File: src/bus_guard_pkg.sv
// Purpose: Shared constants, types and the odd parity generator for the bus guard.
// Assumes: Payloads are at most MAX_W bits wide.
// Notes:   Both ends use the same parity function, so they cannot disagree on group layout.
`default_nettype none
package bus_guard_pkg;
  // ----------------------------------------------------------------
  // Constants
  // ----------------------------------------------------------------
  localparam int GRAN_W  = 64;
  localparam int GROUP_W = 8;
  localparam int MAX_W   = 1024;
  localparam int MAX_CHK = MAX_W / GROUP_W;
  localparam int RESP_W  = 2;
  localparam logic [RESP_W-1:0] RESP_OKAY = 2'h0;

  typedef enum logic [2:0] {
    CHK_NONE = 3'h1,
    CHK_DATA = 3'h2,
    CHK_ALL  = 3'h4
  } check_type_e;

  // ----------------------------------------------------------------
  // Odd parity, one check bit per byte, top group may be partial.
  // ----------------------------------------------------------------
  function automatic logic [MAX_CHK-1:0] odd_chk(input logic [MAX_W-1:0] v, input int w);
    logic [MAX_CHK-1:0] p;
    p = '1;
    for (int i = 0; i < MAX_W; i++)
    begin
      if (i < w)
      begin
        p[i / GROUP_W] = p[i / GROUP_W] ^ v[i];
      end
    end
    return p;
  endfunction
endpackage
`default_nettype wire

File: src/bus_guard_if.sv
// Purpose: Write data and read data channels with poison and odd parity check signals.
// Assumes: Both ends are built with the same DATA_W.
// Notes:   Check signals are present as wires but driven low when the scheme leaves them out.
`default_nettype none
interface bus_guard_if #(
  parameter int DATA_W = 128
);
  localparam int DCW = DATA_W / bus_guard_pkg::GROUP_W;
  localparam int PW  = (DATA_W + bus_guard_pkg::GRAN_W - 1) / bus_guard_pkg::GRAN_W;
  localparam int PCW = (PW + bus_guard_pkg::GROUP_W - 1) / bus_guard_pkg::GROUP_W;

  logic                              wvalid;
  logic                              wvalid_chk;
  logic                              wready;
  logic                              wready_chk;
  logic [DATA_W-1:0]                 wdata;
  logic [DCW-1:0]                    wdata_chk;
  logic [DCW-1:0]                    wstrb;
  logic [PW-1:0]                     wstrb_chk;
  logic                              wlast;
  logic                              wlast_chk;
  logic [PW-1:0]                     wpoison;
  logic [PCW-1:0]                    wpoison_chk;
  logic                              rvalid;
  logic                              rvalid_chk;
  logic                              rready;
  logic                              rready_chk;
  logic [DATA_W-1:0]                 rdata;
  logic [DCW-1:0]                    rdata_chk;
  logic [bus_guard_pkg::RESP_W-1:0]  rresp;
  logic                              rresp_chk;
  logic                              rlast;
  logic                              rlast_chk;
  logic [PW-1:0]                     rpoison;
  logic [PCW-1:0]                    rpoison_chk;

  modport mst (
    output wvalid, wvalid_chk, wdata, wdata_chk, wstrb, wstrb_chk, wlast, wlast_chk, wpoison, wpoison_chk,
    output rready, rready_chk,
    input  wready, wready_chk,
    input  rvalid, rvalid_chk, rdata, rdata_chk, rresp, rresp_chk, rlast, rlast_chk, rpoison, rpoison_chk
  );

  modport slv (
    input  wvalid, wvalid_chk, wdata, wdata_chk, wstrb, wstrb_chk, wlast, wlast_chk, wpoison, wpoison_chk,
    input  rready, rready_chk,
    output wready, wready_chk,
    output rvalid, rvalid_chk, rdata, rdata_chk, rresp, rresp_chk, rlast, rlast_chk, rpoison, rpoison_chk
  );
endinterface
`default_nettype wire

File: src/bus_guard_slave.sv
// Purpose: Slave end: checks write data parity, gathers poison per granule, returns read data.
// Assumes: DATA_W is a multiple of 8 and matches the interface.
// Notes:   Write beats are taken every cycle except in reset and the first cycle after it; read beats are returned one at a time.
// Functional notes
// - One poison bit per 64 data bits
// - Read, write, snoop poison drivers; ceil(W/64) wide
// - Poison present on every data channel
// - Poison meaningful only with valid data
// - Poison independent of error response
// - Granule is aligned 8-byte address range
// - Receiver combines narrow beats per granule
// - Poison allowed on unused byte lanes
// - No scheme means no check signals
// - Data scheme: one bit per data byte
// - All scheme: every signal is covered
// - Group plus check bit is odd
// - Critical control check is its inverse
// - Check bit n covers bits 8n+7:8n
// - Partial top byte gets short group
// - Drive check bits whenever enable true
// - Parity over all bits, used or not
// - Omit check with no covered signals
// - Absent covered signals count as low
// - Response never depends on parity error
// - Error: drop or forward, mark poisoned
// - Handshake checks after reset, payload with valid
`default_nettype none
module bus_guard_slave #(
  parameter int                         DATA_W      = 128,
  parameter bus_guard_pkg::check_type_e CHECK_TYPE  = bus_guard_pkg::CHK_ALL,
  parameter bit                         POISON_EN   = 1'b1,
  parameter bit                         FWD_ON_ERR  = 1'b1,
  parameter bit                         MARK_POISON = 1'b1
) (
  input  wire logic                              clk_sys,
  input  wire logic                              nrst,
  bus_guard_if.slv                               bus,
  output var  logic                              wr_valid,
  output var  logic [DATA_W-1:0]                 wr_data,
  output var  logic [DATA_W/8-1:0]               wr_strb,
  output var  logic                              wr_last,
  output var  logic [(DATA_W+63)/64-1:0]         wr_poison,
  output var  logic                              wr_err,
  input  wire logic                              rd_valid,
  output var  logic                              rd_ready,
  input  wire logic [DATA_W-1:0]                 rd_data,
  input  wire logic [bus_guard_pkg::RESP_W-1:0]  rd_resp,
  input  wire logic                              rd_last,
  input  wire logic [(DATA_W+63)/64-1:0]         rd_poison,
  output var  logic                              rr_err
);
  localparam int  DCW  = DATA_W / bus_guard_pkg::GROUP_W;
  localparam int  PW   = (DATA_W + bus_guard_pkg::GRAN_W - 1) / bus_guard_pkg::GRAN_W;
  localparam int  PCW  = (PW + bus_guard_pkg::GROUP_W - 1) / bus_guard_pkg::GROUP_W;
  localparam int  MW   = bus_guard_pkg::MAX_W;
  localparam bit  C_ON = (CHECK_TYPE != bus_guard_pkg::CHK_NONE);
  localparam bit  C_AL = (CHECK_TYPE == bus_guard_pkg::CHK_ALL);

  typedef enum logic [1:0] {
    R_IDLE = 2'h1,
    R_SEND = 2'h2
  } rd_state_e;

  typedef struct packed {
    logic              wready;
    logic              wready_chk;
    logic [PW-1:0]     acc;
    logic              wr_valid;
    logic [DATA_W-1:0] wr_data;
    logic [DCW-1:0]    wr_strb;
    logic              wr_last;
    logic [PW-1:0]     wr_poison;
    logic              wr_err;
    rd_state_e         rstate;
    logic              rvalid;
    logic              rvalid_chk;
    logic [DATA_W-1:0] rdata;
    logic [DCW-1:0]    rdata_chk;
    logic [1:0]        rresp;
    logic              rresp_chk;
    logic              rlast;
    logic              rlast_chk;
    logic [PW-1:0]     rpoison;
    logic [PCW-1:0]    rpoison_chk;
    logic              rd_ready;
    logic              rr_err;
  } slv_state_s;

  slv_state_s st_reg;
  slv_state_s st_next;
  logic [bus_guard_pkg::MAX_CHK-1:0] e_d;
  logic [bus_guard_pkg::MAX_CHK-1:0] e_s;
  logic [bus_guard_pkg::MAX_CHK-1:0] e_p;
  logic [bus_guard_pkg::MAX_CHK-1:0] o_d;
  logic [bus_guard_pkg::MAX_CHK-1:0] o_p;
  logic [PW-1:0]                     w_pois;
  logic                              w_take;
  logic                              hs_bad;
  logic                              pay_bad;

  // ----------------------------------------------------------------
  // Write channel receive and check
  // ----------------------------------------------------------------
  always_comb
  begin
    st_next = st_reg;
    st_next.wr_valid = 1'b0;
    st_next.wready   = 1'b1;
    w_pois  = POISON_EN ? bus.wpoison : '0;
    e_d     = bus_guard_pkg::odd_chk(MW'(bus.wdata), DATA_W);
    e_s     = bus_guard_pkg::odd_chk(MW'(bus.wstrb), DCW);
    e_p     = bus_guard_pkg::odd_chk(MW'(w_pois), PW);
    hs_bad  = C_AL && ((bus.wvalid_chk == bus.wvalid) || (bus.rready_chk == bus.rready));
    pay_bad = (C_ON && (bus.wdata_chk != e_d[DCW-1:0]))
           || (C_AL && (bus.wstrb_chk != e_s[PW-1:0]))
           || (C_AL && (bus.wlast_chk == bus.wlast))
           || (C_AL && POISON_EN && (bus.wpoison_chk != e_p[PCW-1:0]));
    st_next.wr_err = hs_bad || (bus.wvalid && pay_bad);
    w_take = bus.wvalid && st_reg.wready;
    if (w_take)
    begin
      st_next.acc = bus.wlast ? '0 : (st_reg.acc | w_pois);
      if (FWD_ON_ERR || !pay_bad)
      begin
        st_next.wr_valid  = 1'b1;
        st_next.wr_data   = bus.wdata;
        st_next.wr_strb   = bus.wstrb;
        st_next.wr_last   = bus.wlast;
        st_next.wr_poison = st_reg.acc | w_pois;
        if (MARK_POISON && pay_bad)
        begin
          st_next.wr_poison = '1;
        end
      end
    end

    // ----------------------------------------------------------------
    // Read channel return
    // ----------------------------------------------------------------
    case (st_reg.rstate)
      R_IDLE:
      begin
        if (rd_valid && st_reg.rd_ready)
        begin
          st_next.rstate  = R_SEND;
          st_next.rvalid  = 1'b1;
          st_next.rdata   = rd_data;
          st_next.rresp   = rd_resp;
          st_next.rlast   = rd_last;
          st_next.rpoison = POISON_EN ? rd_poison : '0;
        end
      end
      R_SEND:
      begin
        if (bus.rready)
        begin
          st_next.rstate = R_IDLE;
          st_next.rvalid = 1'b0;
        end
      end
      default:
      begin
        st_next.rstate = R_IDLE;
        st_next.rvalid = 1'b0;
      end
    endcase
    st_next.rd_ready = (st_next.rstate == R_IDLE);
    o_d = bus_guard_pkg::odd_chk(MW'(st_next.rdata), DATA_W);
    o_p = bus_guard_pkg::odd_chk(MW'(st_next.rpoison), PW);
    st_next.wready_chk  = C_AL ? !st_next.wready : 1'b0;
    st_next.rvalid_chk  = C_AL ? !st_next.rvalid : 1'b0;
    st_next.rdata_chk   = C_ON ? o_d[DCW-1:0] : '0;
    st_next.rresp_chk   = C_AL ? !(^st_next.rresp) : 1'b0;
    st_next.rlast_chk   = C_AL ? !st_next.rlast : 1'b0;
    st_next.rpoison_chk = (C_AL && POISON_EN) ? o_p[PCW-1:0] : '0;
    st_next.rr_err      = C_AL && ((bus.rready_chk == bus.rready) || (bus.wvalid_chk == bus.wvalid));
  end

  // ----------------------------------------------------------------
  // State register
  // ----------------------------------------------------------------
  always_ff @(posedge clk_sys)
  begin
    if (!nrst)
    begin
      st_reg            <= '0;
      st_reg.rstate     <= R_IDLE;
      st_reg.wready_chk <= C_AL;
      st_reg.rvalid_chk <= C_AL;
      st_reg.rresp_chk  <= C_AL;
      st_reg.rlast_chk  <= C_AL;
    end
    else
    begin
      st_reg <= st_next;
    end
  end

  // ----------------------------------------------------------------
  // Outputs
  // ----------------------------------------------------------------
  assign bus.wready      = st_reg.wready;
  assign bus.wready_chk  = st_reg.wready_chk;
  assign bus.rvalid      = st_reg.rvalid;
  assign bus.rvalid_chk  = st_reg.rvalid_chk;
  assign bus.rdata       = st_reg.rdata;
  assign bus.rdata_chk   = st_reg.rdata_chk;
  assign bus.rresp       = st_reg.rresp;
  assign bus.rresp_chk   = st_reg.rresp_chk;
  assign bus.rlast       = st_reg.rlast;
  assign bus.rlast_chk   = st_reg.rlast_chk;
  assign bus.rpoison     = st_reg.rpoison;
  assign bus.rpoison_chk = st_reg.rpoison_chk;
  assign wr_valid        = st_reg.wr_valid;
  assign wr_data         = st_reg.wr_data;
  assign wr_strb         = st_reg.wr_strb;
  assign wr_last         = st_reg.wr_last;
  assign wr_poison       = st_reg.wr_poison;
  assign wr_err          = st_reg.wr_err;
  assign rd_ready        = st_reg.rd_ready;
  assign rr_err          = st_reg.rr_err;
endmodule // bus_guard_slave
`default_nettype wire

File: src/flat_wrapper.sv
// flat-port wrapper written by rule: the top's interface ports become plain ports
module bus_guard_slave_flat 
#(
  parameter int                         DATA_W      = 128,
  parameter bus_guard_pkg::check_type_e CHECK_TYPE  = bus_guard_pkg::CHK_ALL,
  parameter bit                         POISON_EN   = 1'b1,
  parameter bit                         FWD_ON_ERR  = 1'b1,
  parameter bit                         MARK_POISON = 1'b1
)
  (clk_sys, nrst, wr_valid, wr_data, wr_strb, wr_last, wr_poison, wr_err, rd_valid, rd_ready, rd_data, rd_resp, rd_last, rd_poison, rr_err, bus_wvalid, bus_wvalid_chk, bus_wdata, bus_wdata_chk, bus_wstrb, bus_wstrb_chk, bus_wlast, bus_wlast_chk, bus_wpoison, bus_wpoison_chk, bus_rready, bus_rready_chk, bus_wready, bus_wready_chk, bus_rvalid, bus_rvalid_chk, bus_rdata, bus_rdata_chk, bus_rresp, bus_rresp_chk, bus_rlast, bus_rlast_chk, bus_rpoison, bus_rpoison_chk);
  bus_guard_if #(.DATA_W(DATA_W)) bus_i ();
  input  wire logic clk_sys;
  input  wire logic nrst;
  output var  logic wr_valid;
  output var  logic [DATA_W-1:0] wr_data;
  output var  logic [DATA_W/8-1:0] wr_strb;
  output var  logic wr_last;
  output var  logic [(DATA_W+63)/64-1:0] wr_poison;
  output var  logic wr_err;
  input  wire logic rd_valid;
  output var  logic rd_ready;
  input  wire logic [DATA_W-1:0] rd_data;
  input  wire logic [bus_guard_pkg::RESP_W-1:0] rd_resp;
  input  wire logic rd_last;
  input  wire logic [(DATA_W+63)/64-1:0] rd_poison;
  output var  logic rr_err;
  input wire logic [$bits(bus_i.wvalid)-1:0] bus_wvalid;
  input wire logic [$bits(bus_i.wvalid_chk)-1:0] bus_wvalid_chk;
  input wire logic [$bits(bus_i.wdata)-1:0] bus_wdata;
  input wire logic [$bits(bus_i.wdata_chk)-1:0] bus_wdata_chk;
  input wire logic [$bits(bus_i.wstrb)-1:0] bus_wstrb;
  input wire logic [$bits(bus_i.wstrb_chk)-1:0] bus_wstrb_chk;
  input wire logic [$bits(bus_i.wlast)-1:0] bus_wlast;
  input wire logic [$bits(bus_i.wlast_chk)-1:0] bus_wlast_chk;
  input wire logic [$bits(bus_i.wpoison)-1:0] bus_wpoison;
  input wire logic [$bits(bus_i.wpoison_chk)-1:0] bus_wpoison_chk;
  input wire logic [$bits(bus_i.rready)-1:0] bus_rready;
  input wire logic [$bits(bus_i.rready_chk)-1:0] bus_rready_chk;
  output wire logic [$bits(bus_i.wready)-1:0] bus_wready;
  output wire logic [$bits(bus_i.wready_chk)-1:0] bus_wready_chk;
  output wire logic [$bits(bus_i.rvalid)-1:0] bus_rvalid;
  output wire logic [$bits(bus_i.rvalid_chk)-1:0] bus_rvalid_chk;
  output wire logic [$bits(bus_i.rdata)-1:0] bus_rdata;
  output wire logic [$bits(bus_i.rdata_chk)-1:0] bus_rdata_chk;
  output wire logic [$bits(bus_i.rresp)-1:0] bus_rresp;
  output wire logic [$bits(bus_i.rresp_chk)-1:0] bus_rresp_chk;
  output wire logic [$bits(bus_i.rlast)-1:0] bus_rlast;
  output wire logic [$bits(bus_i.rlast_chk)-1:0] bus_rlast_chk;
  output wire logic [$bits(bus_i.rpoison)-1:0] bus_rpoison;
  output wire logic [$bits(bus_i.rpoison_chk)-1:0] bus_rpoison_chk;
  assign bus_i.wvalid = bus_wvalid;
  assign bus_i.wvalid_chk = bus_wvalid_chk;
  assign bus_i.wdata = bus_wdata;
  assign bus_i.wdata_chk = bus_wdata_chk;
  assign bus_i.wstrb = bus_wstrb;
  assign bus_i.wstrb_chk = bus_wstrb_chk;
  assign bus_i.wlast = bus_wlast;
  assign bus_i.wlast_chk = bus_wlast_chk;
  assign bus_i.wpoison = bus_wpoison;
  assign bus_i.wpoison_chk = bus_wpoison_chk;
  assign bus_i.rready = bus_rready;
  assign bus_i.rready_chk = bus_rready_chk;
  assign bus_wready = bus_i.wready;
  assign bus_wready_chk = bus_i.wready_chk;
  assign bus_rvalid = bus_i.rvalid;
  assign bus_rvalid_chk = bus_i.rvalid_chk;
  assign bus_rdata = bus_i.rdata;
  assign bus_rdata_chk = bus_i.rdata_chk;
  assign bus_rresp = bus_i.rresp;
  assign bus_rresp_chk = bus_i.rresp_chk;
  assign bus_rlast = bus_i.rlast;
  assign bus_rlast_chk = bus_i.rlast_chk;
  assign bus_rpoison = bus_i.rpoison;
  assign bus_rpoison_chk = bus_i.rpoison_chk;
  bus_guard_slave #(.DATA_W(DATA_W), .CHECK_TYPE(CHECK_TYPE), .POISON_EN(POISON_EN), .FWD_ON_ERR(FWD_ON_ERR), .MARK_POISON(MARK_POISON)) u_core (.clk_sys(clk_sys), .nrst(nrst), .bus(bus_i), .wr_valid(wr_valid), .wr_data(wr_data), .wr_strb(wr_strb), .wr_last(wr_last), .wr_poison(wr_poison), .wr_err(wr_err), .rd_valid(rd_valid), .rd_ready(rd_ready), .rd_data(rd_data), .rd_resp(rd_resp), .rd_last(rd_last), .rd_poison(rd_poison), .rr_err(rr_err));
endmodule
File: config.mk
export PLATFORM = sky130hd
export DESIGN_NAME = bus_guard_slave_flat
export DESIGN_NICKNAME = d
export VERILOG_FILES = /design/src/bus_guard_pkg.sv /design/src/bus_guard_if.sv /design/src/bus_guard_slave.sv /design/src/flat_wrapper.sv
export SDC_FILE = /design/constraint.sdc
export NUM_CORES = 1
export LEC_CHECK = 0
export BUFFER_PORTS_ARGS = -buffer_cell sky130_fd_sc_hd__buf_2
export CORE_AREA = 10 10 232 234
export CTS_CLUSTER_DIAMETER = 40
export DETAILED_ROUTE_END_ITERATION = 16
export DIE_AREA = 0 0 242 244
export GPL_TIMING_DRIVEN = 0
export SETUP_SLACK_MARGIN = 0.1
export SLEW_MARGIN = 5
export SYNTH_ARGS = -nofsm -noshare
export SYNTH_HDL_FRONTEND = slang
export SYNTH_SLANG_ARGS = --single-unit
File: constraint.sdc
create_clock -name clk_sys -period 1.6 [get_ports clk_sys]
set_input_delay 0.24 -clock clk_sys [delete_from_list [all_inputs] [get_ports clk_sys]]
set_output_delay 0.24 -clock clk_sys [all_outputs]
set_load 0.01 [all_outputs]
==> results of run 1 <==
worst paths after layout:
path,end,depth (start not counted),startpoint
min reg2reg,u_core.wr_data[97]$_SDFFE_PN0P_,2,u_core.wr_data[97]$_SDFFE_PN0P_
max,u_core.bus.rdata_chk[4]$_SDFF_PN0_,10,u_core.st_reg[157]$_SDFF_PN0_
max reg2reg,u_core.bus.rdata_chk[4]$_SDFF_PN0_,10,u_core.st_reg[157]$_SDFF_PN0_
min,u_core.st_reg[156]$_SDFF_PN1_,5,bus_rready
cells by family (layout without fill, tap and decap cells):
kind of cell    Yosys count  after routing  share of synthesized area
simple gates            668            668                      0.157
buf+inv                 410           1447                      0.164
compound gates          357            357                      0.110
xor+xnor                312            312                      0.183
flops                   311            311                      0.383
fa+ha+maj                 2              2                    0.00154
mux                       1              1                   0.000616
other cells               0             14                          0
layer usage:
metal	vias to the layer above	part of all wire	track usage
li1	8286	-	-
met1	8472	0.40	0.269
met2	709	0.49	0.391
met3	231	0.060	0.0425
met4	4	0.051	0.124
met5	-	0.00033	0
stage by stage:
stage               area (µm²)  power [W]
CTS                      26100     0.0343
finish                   28300     0.0367
global placement         20500     0.0194
global route             28300     0.0381
detailed placement       20500     0.0195
floorplan                16600     0.0161
layout make-up:
class,count,area share
clock inverters,32,0.0186
well taps,672,0.0297
multi-input cells,1340,0.324
clock buffers,72,0.0549
plain buffers,404,0.115
diodes,14,0.00124
repair buffers,933,0.234
flip-flops and latches,311,0.222
inverters,6,0.000795
worst min-delay path: stages:
cell and delay (ns):
buf_2 0.13, a21oi_1 0.07, nor2_1 0.09, nor2_1 0.06
nand2_1 0.06
cell usage in the layout (no fill, tap or decap), types with 4 or more instances in the layout:
master / instances
buf_2: 608
nand2_1: 466
buf_4: 315
dlygate4sd3_1: 275
dfxtp_1: 275
xnor2_1: 182
a21oi_1: 178
a21oi_2: 153
nand2_4: 97
xor2_1: 85
clkbuf_16: 80
nor2_1: 58
clkbuf_2: 34
dfxtp_2: 34
xnor2_2: 26
clkbuf_1: 24
buf_12: 18
nand2_2: 17
xnor3_1: 17
diode_2: 14
clkbuf_4: 14
clkbuf_8: 13
buf_8: 12
bufinv_16: 12
o21ai_2: 10
nor2_4: 8
nor2_2: 8
buf_6: 7
dlymetal6s4s_1: 7
a21oi_4: 6
clkinv_4: 6
clkinv_2: 6
inv_1: 4
o21ai_1: 4
nand4_1: 4
clkinvlp_4: 4
what timing repair did:
action,in CTS,in global routing
setup endpoints to repair,355,378
gates resized for setup,157,508
pin swaps,20,227
setup buffers,6,11
hold buffers,282,0
gates cloned,3,20
hold endpoints to repair,286,0
cells in the mapped netlist (all sizes together):
| master | number |
|---|---|
| nand4 | 4 |
| or3 | 2 |
| nor2 | 74 |
| and3 | 2 |
| nand3 | 1 |
| a21oi | 337 |
| xor2 | 86 |
| o21ai | 19 |
| clkbuf | 84 |
| buf | 320 |
| xnor2 | 209 |
| o211ai | 1 |
| mux2i | 1 |
| ha | 2 |
| inv | 6 |
| dfxtp | 311 |
| and2 | 1 |
| nor3 | 3 |
| xnor3 | 17 |
| nand2 | 580 |
| nor4 | 1 |
power by group through the flow:
stage / Combinational [W] / Clock, W / Sequential [W]
5_1_grt: 0.0150 / 0.0137 / 0.00944
4_1_cts: 0.0117 / 0.0133 / 0.00928
6_report: 0.0142 / 0.0132 / 0.00935
3_3_place_gp: 0.00999 / 0 / 0.00939
3_5_place_dp: 0.0101 / 0 / 0.00942
2_1_floorplan: 0.00679 / 0 / 0.00930
==> impl_metrics.env, run 1 <==
export IMPL_synth_seq_cells=311
export IMPL_io_pins=614
export IMPL_critPathMaxStageDelay_ns=0.34
export IMPL_violations="negative setup slack"
export IMPL_synth_top_area_frac=0.383
export IMPL_final_hold_violation_count=0
export IMPL_dieWidth_um=242
export IMPL_drive_gt1_frac=0.487
export IMPL_required_ns=2.08
export IMPL_tightest_slew_ns=0.792
export IMPL_power_density_nw_per_um2=1300
export IMPL_via_per_inst=4.68
export IMPL_grt_max_degree=16
export IMPL_critPathKind="reg -> reg"
export IMPL_numClockSinks=311
export IMPL_fin_crit_sh=1.11
export IMPL_route_detailed_drc=0
export IMPL_slew_viol_final=0
export IMPL_pre_cts_slack_ns=-1.08
export IMPL_cts_buffers=58
export IMPL_grt_overflow_total=0
export IMPL_relSlewSlack=0.472
export IMPL_synth_fp_nets=2370
export IMPL_firstDrtPassIters=5
export IMPL_std_cell_rows=82
export IMPL_drt_iter0_markers=986
export IMPL_antenna_found_initial=16
export IMPL_p_clk_frac=0.358
export IMPL_layout_nets=3363
export IMPL_hpwl_um=53200
export IMPL_final_setup_tns_ns=-13.61
export IMPL_grt_usage=0.229
export IMPL_pwr_share_seq=0.255
export IMPL_switchingPower_w=0.0121
export IMPL_synth_area_top_cells="dfxtp_1 (38%), buf_4 (14%), nand2_1 (13%)"
export IMPL_dp_cells=3346
export IMPL_ys_warn_count=0
export IMPL_fin_cells=3784
export IMPL_yosysSeqAreaShare=0.383
export IMPL_dr_total_vias=17702
export IMPL_final_seq_area_um2=6280
export IMPL_setup_viol=154
export IMPL_start_util=0.328
export IMPL_critPathArrivalTime_ns=2.24
export IMPL_coreArea_um2=49500
export IMPL_status="finished, violations left"
export IMPL_fp_dieArea_um2=59000
export IMPL_insertion_delay_ns=0.60
export IMPL_io_buffers=613
export IMPL_fmax_mhz=566
export IMPL_path_clk_slew_ns=0.05
export IMPL_wirelength_um=75900
export IMPL_combPwrFrac=0.387
export IMPL_critPathCaptureType="flip-flop"
export IMPL_hold_path_class="in -> reg"
export IMPL_rsz0062_at_grt="true"
export IMPL_nFillCells=4233
export IMPL_leakage_nw=13.6
export IMPL_multi_input_area_um2=9170
export IMPL_avgSynthCellArea_um2=7.88
export IMPL_fin_worst_skew_ns=0.0184
export IMPL_die_h_um=244
export IMPL_cts_tree="built"
export IMPL_detail_route_antenna_nets=0
export IMPL_switching_share=0.330
export IMPL_critPathLaunchType="flip-flop"
export IMPL_grt_pass1_wl_um=106000
export IMPL_routedWlPerCell_um=20.1
export IMPL_worstPathCellList="inv_2 -> ha_4 -> nand3_4 -> buf_12 -> clkbuf_16 -> nor2_4 -> a21oi_2 -> xnor2_2 -> xnor2_1 -> nor2_1"
export IMPL_crit_buf_inv=3
export IMPL_ys_types=25
export IMPL_area_delta_synth_final_pct=74.4
export IMPL_clock_path_buffers=3
export IMPL_synthesis_area_um2=16200
export IMPL_netlist_instances=2061
export IMPL_crit_path_max_fanout=6
export IMPL_post_route_util=0.573
export IMPL_finalWorstSetupSlack_ns=-0.168
export IMPL_cts_root_buf="clkbuf_16"
export IMPL_slowest_stage="dfxtp_2"
export IMPL_gp_congestion=0.914
export IMPL_drv_cap=0
export IMPL_power_internal_w=0.0246
export IMPL_fin_crit_ns=1.77
export IMPL_max_vdd_ir_drop_mv=1.01
export IMPL_cts_max_level=2
export IMPL_grt_pass1_vias=17661
export IMPL_reg2reg_slack_ns=-0.17
export IMPL_synth_largest_area_cell="dfxtp_1"
export IMPL_path_delay_family="buffers and inverters"
export IMPL_holdWs_ns=0.101
Power figures use the tool's default switching activity.
==> run 2: changes to the inputs <==
--- a/config.mk
+++ b/config.mk
@@ -6,11 +6,13 @@
 export NUM_CORES = 1
 export LEC_CHECK = 0
 export BUFFER_PORTS_ARGS = -buffer_cell sky130_fd_sc_hd__buf_2
-export CORE_AREA = 10 10 232 234
+export CORE_ASPECT_RATIO = 0.6
+export CORE_MARGIN = 10
+export CORE_UTILIZATION = 35
 export CTS_CLUSTER_DIAMETER = 40
 export DETAILED_ROUTE_END_ITERATION = 16
-export DIE_AREA = 0 0 242 244
 export GPL_TIMING_DRIVEN = 0
+export PLACE_DENSITY_LB_ADDON = 0.12
 export SETUP_SLACK_MARGIN = 0.1
 export SLEW_MARGIN = 5
 export SYNTH_ARGS = -nofsm -noshare
==> run 2 against run 1 <==
The run still ends with negative setup slack left. Largest power group unchanged. Die area is 5.7% lower. Clock power shrank 20%. Maximum frequency is 0.11% higher.
==> impl_metrics.env, run 2 (same netlist as run 1, synthesis figures left out) <==
export IMPL_status="finished, violations left"
export IMPL_violations="negative setup slack"
export IMPL_slew_viol_final=0
export IMPL_insertion_delay_ns=0.55
export IMPL_cts_tree="built"
export IMPL_grt_overflow_total=0
export IMPL_relSlewSlack=0.432
export IMPL_dieWidth_um=298
export IMPL_area_delta_synth_final_pct=66.6
export IMPL_dp_cells=3304
export IMPL_finalWorstSetupSlack_ns=-0.166
export IMPL_cp_endpoint="u_core.bus.rdata_chk[12]$_SDFF_PN0_"
export IMPL_grt_usage=0.237
export IMPL_dr_total_vias=16957
export IMPL_crit_path_max_fanout=10
export IMPL_critPathCaptureType="flip-flop"
export IMPL_fmax_mhz=566
export IMPL_detail_route_antenna_nets=0
export IMPL_grt_pass1_vias=17628
export IMPL_tightest_slew_ns=0.852
export IMPL_io_buffers=613
export IMPL_whs_path_depth=3
export IMPL_route_detailed_drc=0
export IMPL_hpwl_um=51500
export IMPL_drive_gt1_frac=0.464
export IMPL_io_pins=614
export IMPL_fin_crit_sh=1.10
export IMPL_fp_dieArea_um2=55700
export IMPL_slowest_stage="dfxtp_2"
export IMPL_antenna_found_initial=7
export IMPL_power_density_nw_per_um2=1230
export IMPL_std_cell_rows=61
export IMPL_critPathKind="reg -> reg"
export IMPL_critPathMaxStageDelay_ns=0.32
export IMPL_timing_rr_start="u_core.st_reg[157]$_SDFF_PN0_"
export IMPL_setup_viol=140
export IMPL_drt_iter0_markers=732
export IMPL_routedWlPerCell_um=18.9
export IMPL_grt_max_degree=13
export IMPL_rr_endpoint="u_core.bus.rdata_chk[12]$_SDFF_PN0_"
export IMPL_via_per_inst=4.58
export IMPL_fin_crit_ns=1.77
export IMPL_fin_worst_skew_ns=0.0208
export IMPL_layout_nets=3337
export IMPL_numClockSinks=311
export IMPL_firstDrtPassIters=5
export IMPL_required_ns=2.01
export IMPL_hold_path_class="in -> reg"
export IMPL_path_clk_slew_ns=0.06
export IMPL_crit_start="u_core.st_reg[157]$_SDFF_PN0_"
export IMPL_ff2ff_path_depth=9
export IMPL_grt_pass1_wl_um=104000
export IMPL_critPathArrivalTime_ns=2.18
export IMPL_cts_buffers=44
export IMPL_reg2reg_slack_ns=-0.17
export IMPL_total_power_w=0.0333
export IMPL_gp_congestion=0.868
export IMPL_fin_cells=3699
export IMPL_start_util=0.352
export IMPL_wirelength_um=69800
export IMPL_clock_path_buffers=3
export IMPL_layout_commonest_cell="buf_2"
export IMPL_worstPathCellList="inv_2 -> ha_4 -> nand3_4 -> buf_12 -> clkbuf_8 -> a21oi_4 -> xnor2_1 -> xnor2_1 -> nor2_1"
export IMPL_final_cell_mix="buf_2 (613), nand2_1 (468), dfxtp_1 (308), buf_4 (304), dlygate4sd3_1 (280)"
export IMPL_cp_common_cell="xnor2_1"
export IMPL_drv_cap=0
export IMPL_leakage_nw=12.8
export IMPL_coreArea_um2=46100
export IMPL_cts_root_buf="clkbuf_16"
export IMPL_final_hold_violation_count=0
export IMPL_die_h_um=187
export IMPL_max_vdd_ir_drop_mv=0.796
export IMPL_rsz0062_at_grt="true"
export IMPL_critPathLaunchType="flip-flop"
export IMPL_cts_max_level=2
run 2: cell types whose count changed in the layout (fill, tap and decap cells not counted), moves of 10 or more:
cell       previous run  this run
dfxtp_1             275       308
dfxtp_2              34         3
nand2_2              17        55
a21oi_1             178       194
buf_4               315       304
a21oi_2             153       138
nand2_4              97        57
xnor2_1             182       193
clkbuf_16            80        52
xnor2_2              26        16
clkbuf_1             24        13
run 2: how the worst min path moves through the flow:
stage	from	end	slack, ns
after detailed placement	nrst	u_core.bus.wready$_DFF_P_	0.36
after floorplan	nrst	u_core.bus.wready$_DFF_P_	0.27
after global routing	bus_wlast	u_core.wr_last$_SDFFE_PN0P_	0.02
after global placement	nrst	u_core.bus.wready$_DFF_P_	0.36
final	bus_wlast	u_core.wr_last$_SDFFE_PN0P_	0.03
after CTS	bus_wlast	u_core.wr_last$_SDFFE_PN0P_	0.003
run 2: cell type report:
| class | instances | area, µm² |
|---|---|---|
| diodes | 7 | 17.5 |
| plain buffers | 404 | 3280 |
| clock buffers | 52 | 1210 |
| clock inverters | 28 | 372 |
| fillers | 4168 | 19100 |
| inverters | 6 | 22.5 |
| multi-input cells | 1340 | 8750 |
| flip-flops and latches | 311 | 6230 |
| well taps | 630 | 788 |
| repair buffers | 921 | 6380 |
run 2: worst max-delay path, delay by kind of cell (launching register included):
kind | cells | cell delay (ns)
AO/OA/AOI/OAI | 1 | 0.16
XOR/XNOR | 2 | 0.30
adder cells (fa/ha/maj) | 1 | 0.16
buffers and inverters | 3 | 0.48
flip-flops | 1 | 0.32
AND/OR/NAND/NOR | 2 | 0.20
run 2: layer usage:
| layer | GRT usage | share of wire | vias to the layer above |
|---|---|---|---|
| met5 | 0 | 0 | - |
| met4 | 0.0771 | 0.030 | 0 |
| met3 | 0.0511 | 0.056 | 132 |
| met2 | 0.401 | 0.49 | 485 |
| met1 | 0.296 | 0.43 | 8120 |
| li1 | - | - | 8220 |
run 2: through the flow:
step	worst slack, ns	util	setup TNS (ns)	cell area [µm²]	hold WS (ns)
after floorplan	0.0822	-	0	16600	0.268
after global placement	-1.06	0.444	-178.49	20500	0.357
after detailed placement	-1.05	0.444	-185.70	20500	0.358
after CTS	-0.149	0.577	-9.99	26600	0.00261
after global routing	-0.252	0.587	-16.10	27000	0.0173
final	-0.166	0.587	-7.69	27000	0.0348
run 2: report_power, final:
part           internal, W  leakage (nW)  switching, W
Clock              0.00661         0.757       0.00398
Sequential         0.00866          2.54      0.000634
Combinational      0.00675          9.52       0.00665
Total               0.0220          12.8        0.0113
run 2: repair_timing:
item	4_1_cts	5_1_grt
pin swaps	119	73
endpoints found under the hold margin	281	0
buffers inserted	19	2
resized for setup	322	220
setup endpoints to repair	302	284
hold buffers	280	0
cloned	16	0
